<file path="src/hdl/hbp_params.svh">
`ifndef HBP_PARAMS_SVH
`define HBP_PARAMS_SVH

// ----------------------------------------
// Clock and array sizes
// ----------------------------------------
`define HBP_CLK_MHZ 100
`define HBP_NUM_BRIDGES 12
`define HBP_NUM_GENS 8

// ----------------------------------------
// Supply monitor timing
// ----------------------------------------
`define HBP_DEGLITCH_US 10
`define HBP_DEGLITCH_CYC (`HBP_DEGLITCH_US * `HBP_CLK_MHZ)

// ----------------------------------------
// Cross-protection gap per slew setting
// ----------------------------------------
`define HBP_DEAD_SLOW_US 28
`define HBP_DEAD_FAST_US 7
`define HBP_DEAD_SLOW_CYC (`HBP_DEAD_SLOW_US * `HBP_CLK_MHZ)
`define HBP_DEAD_FAST_CYC (`HBP_DEAD_FAST_US * `HBP_CLK_MHZ)

// ----------------------------------------
// PWM frequencies, duty scale, slot timing
// ----------------------------------------
`define HBP_FREQ0_HZ 80
`define HBP_FREQ1_HZ 100
`define HBP_FREQ2_HZ 200
`define HBP_FREQ3_HZ 2000
`define HBP_DUTY_FULL 255
`define HBP_SLOT_LAST 8'hFE
`define HBP_STEP_CYC(f) ((`HBP_CLK_MHZ * 1000000) / ((f) * `HBP_DUTY_FULL))

// ----------------------------------------
// Reset values
// ----------------------------------------
`define HBP_FLAG_RST 1'b0

`endif

</file>
<file path="src/hdl/hbp_pkg.sv">
package hbp_pkg;
`include "hbp_params.svh"

  typedef enum logic [1:0] {
    HBP_SLEEP = 2'b00,
    HBP_RUN = 2'b01,
    HBP_FAULT = 2'b11
  } hbp_mode_t;

  typedef struct packed {
    logic bridge_pwm_select;
    logic high_side_on;
    logic low_side_on;
    logic freewheel_select;
    logic slew_select;
    logic [2:0] bridge_gen_select;
  } hbp_bridge_cfg_t;

  typedef struct packed {
    logic gen_stop;
    logic [1:0] gen_freq_code;
    logic [7:0] gen_duty_value;
  } hbp_gen_cfg_t;

  typedef struct packed {
    logic hs;
    logic ls;
  } hbp_gate_t;

  typedef struct packed {
    logic vm_under_level;
    logic vm_over_level_lo;
    logic vm_over_level_hi;
  } hbp_supply_t;

  typedef struct packed {
    logic [11:0] cnt;
    logic from_hs;
  } hbp_dead_t;

  typedef struct packed {
    logic en_meta;
    logic en_sync;
    hbp_supply_t sup_meta;
    hbp_supply_t sup_sync;
    hbp_mode_t mode;
    logic [10:0] uv_cnt;
    logic [10:0] ov_cnt;
    logic uv_flt;
    logic ov_flt;
    logic power_up_flag_n;
    hbp_gate_t [`HBP_NUM_BRIDGES-1:0] gate;
    hbp_dead_t [`HBP_NUM_BRIDGES-1:0] dead;
  } hbp_top_st_t;

  typedef struct packed {
    logic [12:0] pre;
    logic [7:0] slot;
    logic out;
  } hbp_gen_st_t;

endpackage : hbp_pkg

</file>
<file path="src/hdl/hbp_bridge_ctrl.sv">
// Operation
// Motor supply below under level for deglitch time turns all outputs off; auto resume.
// Motor supply above over level for deglitch time turns all outputs off; auto resume.
// One configuration bit picks which of two over-voltage levels applies.
// Logic supply below power-on level holds logic, pump and drivers off.
// Power-on resets logic, flag low; read with clear-on-read or clear command sets it.
// Enable low resets logic, disables pump, floats all outputs, sleep.
// Host waits the wake time after enable rises before expecting normal outputs.
// That wake wait lasts up to 150 microseconds.
// Direct mode: high bit only drives high, low only drives low, none floats.
// Both side bits set floats the bridge until one is cleared.
// Eight generators, each with 2-bit code selecting 80, 100, 200, 2000 Hz.
// Duty equals 8-bit value over 255; 0 always off, 255 always on.
// Each bridge has a 3-bit field choosing its generator independently.
// PWM-select set switches the bridge from its mapped generator, not direct bits.
// In PWM mode only the enabled FET switches with the generator waveform.
// Per-bridge freewheel bit picks active or passive freewheeling in PWM mode.
// Active freewheel: driving FET off, cross gap, then opposite FET on.
// Cross gap is 28 us on slow slew and 7 us on fast slew.
// Freewheel bit is ignored for bridges in direct mode.
// Each generator has a stop bit; set halts it with output off.
// Frequency codes 00, 01, 10, 11 select 80, 100, 200, 2000 Hz.
// Passive freewheel keeps the opposite FET off during the PWM off phase.
`include "hbp_params.svh"
module hbp_bridge_ctrl #(
  parameter int P_STEP0 = `HBP_STEP_CYC(`HBP_FREQ0_HZ),
  parameter int P_STEP1 = `HBP_STEP_CYC(`HBP_FREQ1_HZ),
  parameter int P_STEP2 = `HBP_STEP_CYC(`HBP_FREQ2_HZ),
  parameter int P_STEP3 = `HBP_STEP_CYC(`HBP_FREQ3_HZ)
) (
  input wire logic ref_clk,
  input wire logic nrst,
  input wire logic ce,
  input wire logic en,
  input wire hbp_pkg::hbp_supply_t supply,
  input wire logic overvolt_level_sel,
  input wire logic clear_on_read_enable,
  input wire logic status_read,
  input wire logic fault_clear_cmd,
  input wire hbp_pkg::hbp_bridge_cfg_t [11:0] bridge_cfg,
  input wire hbp_pkg::hbp_gen_cfg_t [7:0] gen_cfg,
  output hbp_pkg::hbp_gate_t [11:0] gate_drive,
  output logic charge_pump_en,
  output logic power_up_flag_n,
  output logic uv_fault,
  output logic ov_fault
);
  import hbp_pkg::*;

  localparam int DEG_CYC = `HBP_DEGLITCH_CYC;
  localparam logic [10:0] DEG_LAST = 11'(`HBP_DEGLITCH_CYC - 1);
  localparam logic [11:0] DEAD_SLOW = 12'(`HBP_DEAD_SLOW_CYC);
  localparam logic [11:0] DEAD_FAST = 12'(`HBP_DEAD_FAST_CYC);

  hbp_top_st_t r;
  hbp_top_st_t nxt;
  logic [`HBP_NUM_GENS-1:0] gen_out;
  logic ov_raw;
  logic drive_ok;
  // Generator picked by bridge 4, for the mapping check
  logic map4_on;

  // ----------------------------------------
  // PWM generators
  // ----------------------------------------
  genvar g;
  generate
    for (g = 0; g < `HBP_NUM_GENS; g++) begin : gen_pwm
      hbp_pwm_gen #(
        .STEP0(13'(P_STEP0)),
        .STEP1(13'(P_STEP1)),
        .STEP2(13'(P_STEP2)),
        .STEP3(13'(P_STEP3))
      ) u_gen (
        .ref_clk(ref_clk),
        .nrst(nrst),
        .ce(ce),
        .run(r.en_sync && r.mode != HBP_SLEEP && !gen_cfg[g].gen_stop),
        .cfg(gen_cfg[g]),
        .pwm_on(gen_out[g])
      );
    end
  endgenerate

  // ----------------------------------------
  // Next-state logic
  // ----------------------------------------
  always_comb begin
    hbp_bridge_cfg_t c;
    logic both;
    logic on_p;
    logic tgt_hs;
    logic tgt_ls;
    logic blk_hs;
    logic blk_ls;
    c = '0;
    both = 1'b0;
    on_p = 1'b0;
    tgt_hs = 1'b0;
    tgt_ls = 1'b0;
    blk_hs = 1'b0;
    blk_ls = 1'b0;
    nxt = r;
    nxt.en_meta = en;
    nxt.en_sync = r.en_meta;
    nxt.sup_meta = supply;
    nxt.sup_sync = r.sup_meta;

    ov_raw = overvolt_level_sel ? r.sup_sync.vm_over_level_hi : r.sup_sync.vm_over_level_lo;

    // Fault sets only after a full deglitch window, clears at once
    if (!r.sup_sync.vm_under_level) begin
      nxt.uv_cnt = '0;
      nxt.uv_flt = 1'b0;
    end else if (r.uv_cnt == DEG_LAST) begin
      nxt.uv_flt = 1'b1;
    end else begin
      nxt.uv_cnt = r.uv_cnt + 11'h001;
    end
    if (!ov_raw) begin
      nxt.ov_cnt = '0;
      nxt.ov_flt = 1'b0;
    end else if (r.ov_cnt == DEG_LAST) begin
      nxt.ov_flt = 1'b1;
    end else begin
      nxt.ov_cnt = r.ov_cnt + 11'h001;
    end

    if (fault_clear_cmd || (status_read && clear_on_read_enable)) begin
      nxt.power_up_flag_n = 1'b1;
    end

    case (r.mode)
      HBP_SLEEP: begin
        if (r.en_sync) begin
          nxt.mode = HBP_RUN;
        end
      end
      HBP_RUN: begin
        if (r.uv_flt || r.ov_flt) begin
          nxt.mode = HBP_FAULT;
        end
      end
      HBP_FAULT: begin
        if (!r.uv_flt && !r.ov_flt) begin
          nxt.mode = HBP_RUN;
        end
      end
      default: begin
        nxt.mode = HBP_SLEEP;
      end
    endcase

    drive_ok = r.mode == HBP_RUN && !r.uv_flt && !r.ov_flt;

    // ----------------------------------------
    // Per-bridge target and cross protection
    // ----------------------------------------
    for (int i = 0; i < `HBP_NUM_BRIDGES; i++) begin
      c = bridge_cfg[i];
      both = c.high_side_on && c.low_side_on;
      if (c.bridge_pwm_select) begin
        on_p = gen_out[c.bridge_gen_select];
        // Enabled FET follows waveform; opposite only when active freewheel
        tgt_hs = !both && (c.high_side_on ? on_p : (c.low_side_on && c.freewheel_select && !on_p));
        tgt_ls = !both && (c.low_side_on ? on_p : (c.high_side_on && c.freewheel_select && !on_p));
      end else begin
        tgt_hs = c.high_side_on && !c.low_side_on;
        tgt_ls = c.low_side_on && !c.high_side_on;
      end
      tgt_hs = tgt_hs && drive_ok;
      tgt_ls = tgt_ls && drive_ok;

      if (r.dead[i].cnt != 12'h000) begin
        nxt.dead[i].cnt = r.dead[i].cnt - 12'h001;
      end
      // Gap only blocks the opposite FET, so passive PWM keeps full duty
      blk_hs = (r.dead[i].cnt != 12'h000 && !r.dead[i].from_hs) || r.gate[i].ls;
      blk_ls = (r.dead[i].cnt != 12'h000 && r.dead[i].from_hs) || r.gate[i].hs;
      nxt.gate[i].hs = tgt_hs && (r.gate[i].hs || !blk_hs);
      nxt.gate[i].ls = tgt_ls && (r.gate[i].ls || !blk_ls);
      if (r.gate[i].hs && !tgt_hs) begin
        nxt.dead[i].cnt = c.slew_select ? DEAD_FAST : DEAD_SLOW;
        nxt.dead[i].from_hs = 1'b1;
      end else if (r.gate[i].ls && !tgt_ls) begin
        nxt.dead[i].cnt = c.slew_select ? DEAD_FAST : DEAD_SLOW;
        nxt.dead[i].from_hs = 1'b0;
      end
    end

    // Sleep overrides everything but the input synchronisers
    if (!r.en_sync) begin
      nxt.mode = HBP_SLEEP;
      nxt.uv_cnt = '0;
      nxt.ov_cnt = '0;
      nxt.uv_flt = 1'b0;
      nxt.ov_flt = 1'b0;
      nxt.power_up_flag_n = `HBP_FLAG_RST;
      nxt.gate = '0;
      nxt.dead = '0;
    end
  end

  // ----------------------------------------
  // State register
  // ----------------------------------------
  // The low reset is the logic-supply power-on detector
  always_ff @(posedge ref_clk or negedge nrst) begin
    if (!nrst) begin
      r <= '0;
    end else if (ce) begin
      r <= nxt;
    end
  end

  assign gate_drive = r.gate;
  assign charge_pump_en = r.mode != HBP_SLEEP;
  assign power_up_flag_n = r.power_up_flag_n;
  assign uv_fault = r.uv_flt;
  assign ov_fault = r.ov_flt;
  assign map4_on = gen_out[bridge_cfg[4].bridge_gen_select];
endmodule : hbp_bridge_ctrl

</file>
<file path="src/hdl/hbp_pwm_gen.sv">
`include "hbp_params.svh"
module hbp_pwm_gen #(
  parameter logic [12:0] STEP0 = 13'h0001,
  parameter logic [12:0] STEP1 = 13'h0001,
  parameter logic [12:0] STEP2 = 13'h0001,
  parameter logic [12:0] STEP3 = 13'h0001
) (
  input wire logic ref_clk,
  input wire logic nrst,
  input wire logic ce,
  input wire logic run,
  input wire hbp_pkg::hbp_gen_cfg_t cfg,
  output logic pwm_on
);
  import hbp_pkg::*;

  hbp_gen_st_t r;
  hbp_gen_st_t nxt;
  logic [12:0] step;

  always_comb begin
    nxt = r;
    case (cfg.gen_freq_code)
      2'h0: step = STEP0;
      2'h1: step = STEP1;
      2'h2: step = STEP2;
      default: step = STEP3;
    endcase
    if (!run) begin
      nxt = '0;
    end else begin
      // Comparing with >= lets a shorter period take over mid-slot
      if (r.pre >= step - 13'h0001) begin
        nxt.pre = '0;
        nxt.slot = (r.slot == `HBP_SLOT_LAST) ? 8'h00 : r.slot + 8'h01;
      end else begin
        nxt.pre = r.pre + 13'h0001;
      end
      // 255 slots: duty 0 never on, 255 always on
      nxt.out = r.slot < cfg.gen_duty_value;
    end
  end

  always_ff @(posedge ref_clk or negedge nrst) begin
    if (!nrst) begin
      r <= '0;
    end else if (ce) begin
      r <= nxt;
    end
  end

  assign pwm_on = r.out;
endmodule : hbp_pwm_gen

</file>
<file path="config.mk">
export PLATFORM = sky130hd
export DESIGN_NAME = hbp_bridge_ctrl
export DESIGN_NICKNAME = d
export VERILOG_FILES = /design/src/hdl/hbp_pkg.sv /design/src/hdl/hbp_bridge_ctrl.sv /design/src/hdl/hbp_pwm_gen.sv
export VERILOG_INCLUDE_DIRS = /design/src /design/src/hdl
export SDC_FILE = /design/constraint.sdc
export NUM_CORES = 1
export LEC_CHECK = 0
export ABC_CLOCK_PERIOD_IN_PS = 3490
export BUFFER_PORTS_ARGS = -buffer_cell sky130_fd_sc_hd__buf_2
export CAP_MARGIN = 20
export CORE_ASPECT_RATIO = 0.9
export CORE_MARGIN = 3
export CORE_UTILIZATION = 50
export DETAILED_ROUTE_END_ITERATION = 12
export GPL_TIMING_DRIVEN = 1
export PLACE_DENSITY_LB_ADDON = 0.12
export SLEW_MARGIN = 15
export SYNTH_ARGS = -nofsm -noshare
export SYNTH_HDL_FRONTEND = slang
export SYNTH_SLANG_ARGS = --single-unit
</file>
<file path="constraint.sdc">
create_clock -name ref_clk -period 3.49 [get_ports ref_clk]
set_clock_uncertainty 0.2 [all_clocks]
set_input_delay 0.349 -clock ref_clk [delete_from_list [all_inputs] [get_ports ref_clk]]
set_output_delay 0.349 -clock ref_clk [all_outputs]
set_load 0.01 [all_outputs]
</file>
==> results.toml <==
[die]
start_util_pct = 50.7
die_y_um = 226
std_cell_rows = 80
ios = 223
core_area_sq_um = 53300
dieArea_sq_um = 56800
die_w_um = 251

[hold_path]
hold_path_class = "primary input to flip-flop"

[cts]
cts_tree = "built"
path_clk_slew_ns = 0.06
root_buffer = "clkbuf_16"
cts_sinks = 391
clkLatencyLatePin_ns = 0.60
h-tree-depth = 2
post_cts_buffers = 0
cts_made_buffers = 46
cts_buffer_depth = 3

[detailed_routing]
routed_wl_um = 73300
wl_per_cell_um = 17.8
vias_per_cell = 5.99
route.detailed.drc = 0
ant_nets = 0
first_pass_iters = 8
drt_iter0_markers = 1818
vias = 24735

[cells_and_area]
nNetsFinal = 3830
area_delta_synth_final_pct = 15.4
layout_common_cells = "dfrtp_1 (390), nand2_1 (320), o21ai_0 (305), nor2_1 (267), ha_1 (238)"
final_util_pct = 58.5
fillCellCount = 4728
drive_gt1_share_pct = 13.2
final_common_cell = "dfrtp_1"

[critical_path]
crit_arrival_ns = 3.52
critical_path.max_fanout = 6
critPathKind = "flip-flop to flip-flop"
end_kind = "flip-flop"
cp-start-kind = "flip-flop"
cp.required_ns = 3.77

[synth]
synthTopCellsByArea = "dfrtp_1 (36%), ha_1 (11%), o21ai_0 (5.7%)"
syn_inst = 3134
synth_top_area_cell = "dfrtp_1"
netlist.area_leader.share_pct = 36.2
synth_area_sq_um = 27000
ys_types = 80
synth_warnings = 0
ys_seq_area_share_pct = 36.2
synth_ff_type = "dfrtp_1"
synth_fp_nets = 3567
synth_edf_count = 0
syn_area_per_cell_sq_um = 8.62
ys_async_sr_fraction_pct = 100
yosys_register_bits = 391

[timing]
min_period_ns = 3.25
finalHoldViolCount = 0
slew_headroom_pct = 40.2
rsz0062_at_grt = "no"
setup_viol = 0
period_share_pct = 93.1
tightest_slew_ns = 0.889
fmax_ghz = 0.308
report.final.slew_viol_count = 0
setup_tns_ns = 0

[global_routing]
grt_pass1_wl_um = 123000
grt_pass1_vias = 24486
antenna_found_initial = 9
grt_use_total_pct = 25.8
grt_max_degree = 114
overflow = 0

[run]
maxCapViolCount = 0

[power]
p_per_area_nw_per_um2 = 544
power_leakage_uw = 0.0150
peakVddDrop_v = 0.000341

[outcome]
status = "finished, final reports clean"

[placement]
hpwl_um = 52600
portBuffers = 222
gp_congestion = 0.882
-- per-stage QoR --
stage               hold WS (ns)  setup slack, ns  total power (uW)  area (sq um)  instances
floorplan                 -0.147            0.490             10200         27000       3134
global placement           0.219            0.265             11700         29200       4008
detailed placement         0.218            0.150             11900         29200       4008
CTS                     0.000343            0.238             17000         31200       4128
global route              0.0493            0.118             18200         31200       4130
finish                    0.0268            0.242             17000         31200       4131
-- registers in the layout, indices dropped and copies added (netlist names) --
| register | flops |
|---|---|
| gate_drive | 24 |
| gen_pwm.u_gen.pwm_on | 8 |
| gen_pwm.u_gen.r | 168 |
| nxt | 4 |
| ov_fault | 1 |
| power_up_flag_n | 1 |
| r | 184 |
| uv_fault | 1 |
-- worst max-delay path, cell delays in order (launching register included) --
cell and delay, ns:
dfrtp_1 0.40, inv_1 0.07, ha_1 0.18, or3b_4 0.41, or4_4 0.46, or4_4 0.45, or3_4 0.40, nand3_1 0.22
nor2_1 0.07, o21ai_0 0.17, o41ai_1 0.10
-- cells by family after synthesis --
group | Yosys count | share of synthesized area [%]
buffers and inverters | 334 | 5.01
AOI/OAI and AO/OA | 858 | 20.4
adders and majority gates | 238 | 11.0
xor gates and xnor gates | 84 | 2.72
and+or+nand+nor | 1160 | 20.8
muxes | 69 | 3.75
DFF | 391 | 36.2
-- power by group --
| group | internal (uW) | total, uW | switching, uW |
|---|---|---|---|
| registers | 5280 | 6130 | 854 |
| logic | 2440 | 5880 | 3440 |
| clock network | 2940 | 4950 | 2000 |
-- Yosys cell counts, types with 55 or more instances --
cell      number
dfrtp_1      391
nand2_1      320
o21ai_0      305
nor2_1       269
ha_1         238
inv_1        204
nand3_1      144
a21oi_1      130
nor3_1        95
clkbuf_1      88
o31ai_1       77
and3_1        63
nand2b_1      55
-- area by class of cell --
cell class	instances	area, sq um	area share, %
antenna	3	7.51	0.0241
clock buffer	69	1380	4.42
clock inverter	13	161	0.518
inverter	204	768	2.47
multi-input combinational	2409	15900	51.0
sequential	391	9790	31.4
tap	697	872	2.80
timing repair buffer	345	2300	7.38
-- layer usage --
metal / wire (um) / GRT usage (%) / up-vias
met2: 33200 / 42.0 / 751
met4: 1400 / 7.32 / 12
met3: 4710 / 4.87 / 114
li1: - / - / 11898
met5: 90 / 0 / -
met1: 34000 / 35.5 / 11960
-- repair_timing --
action	CTS	global route
gates resized for setup	0	0
hold buffers	38	0
hold endpoints to repair	125	0
-- worst paths after layout --
| kind | slack [ns] | end | from | cells past startpoint |
|---|---|---|---|---|
| worst min register to register | 0.28 | r[191]$_DFFE_PN0P_ | r[191]$_DFFE_PN0P_ | 1 |
| max in group asynchronous | 2.09 | gen_pwm[7].u_gen.r[8]$_DFFE_PN0P_ | nrst | 3 |
| min in group asynchronous | 0.16 | gen_pwm[0].u_gen.r[14]$_DFFE_PN0P_ | nrst | 2 |
| worst min-delay path | 0.03 | gate_drive[2]$_DFFE_PN0P_ | bridge_cfg[13] | 5 |
| worst max-delay path | 0.24 | r[9]$_DFFE_PN0P_ | r[1]$_DFFE_PN0P_ | 10 |
| worst max register to register | 0.24 | r[9]$_DFFE_PN0P_ | r[1]$_DFFE_PN0P_ | 10 |
Power figures use the tool's default switching activity.
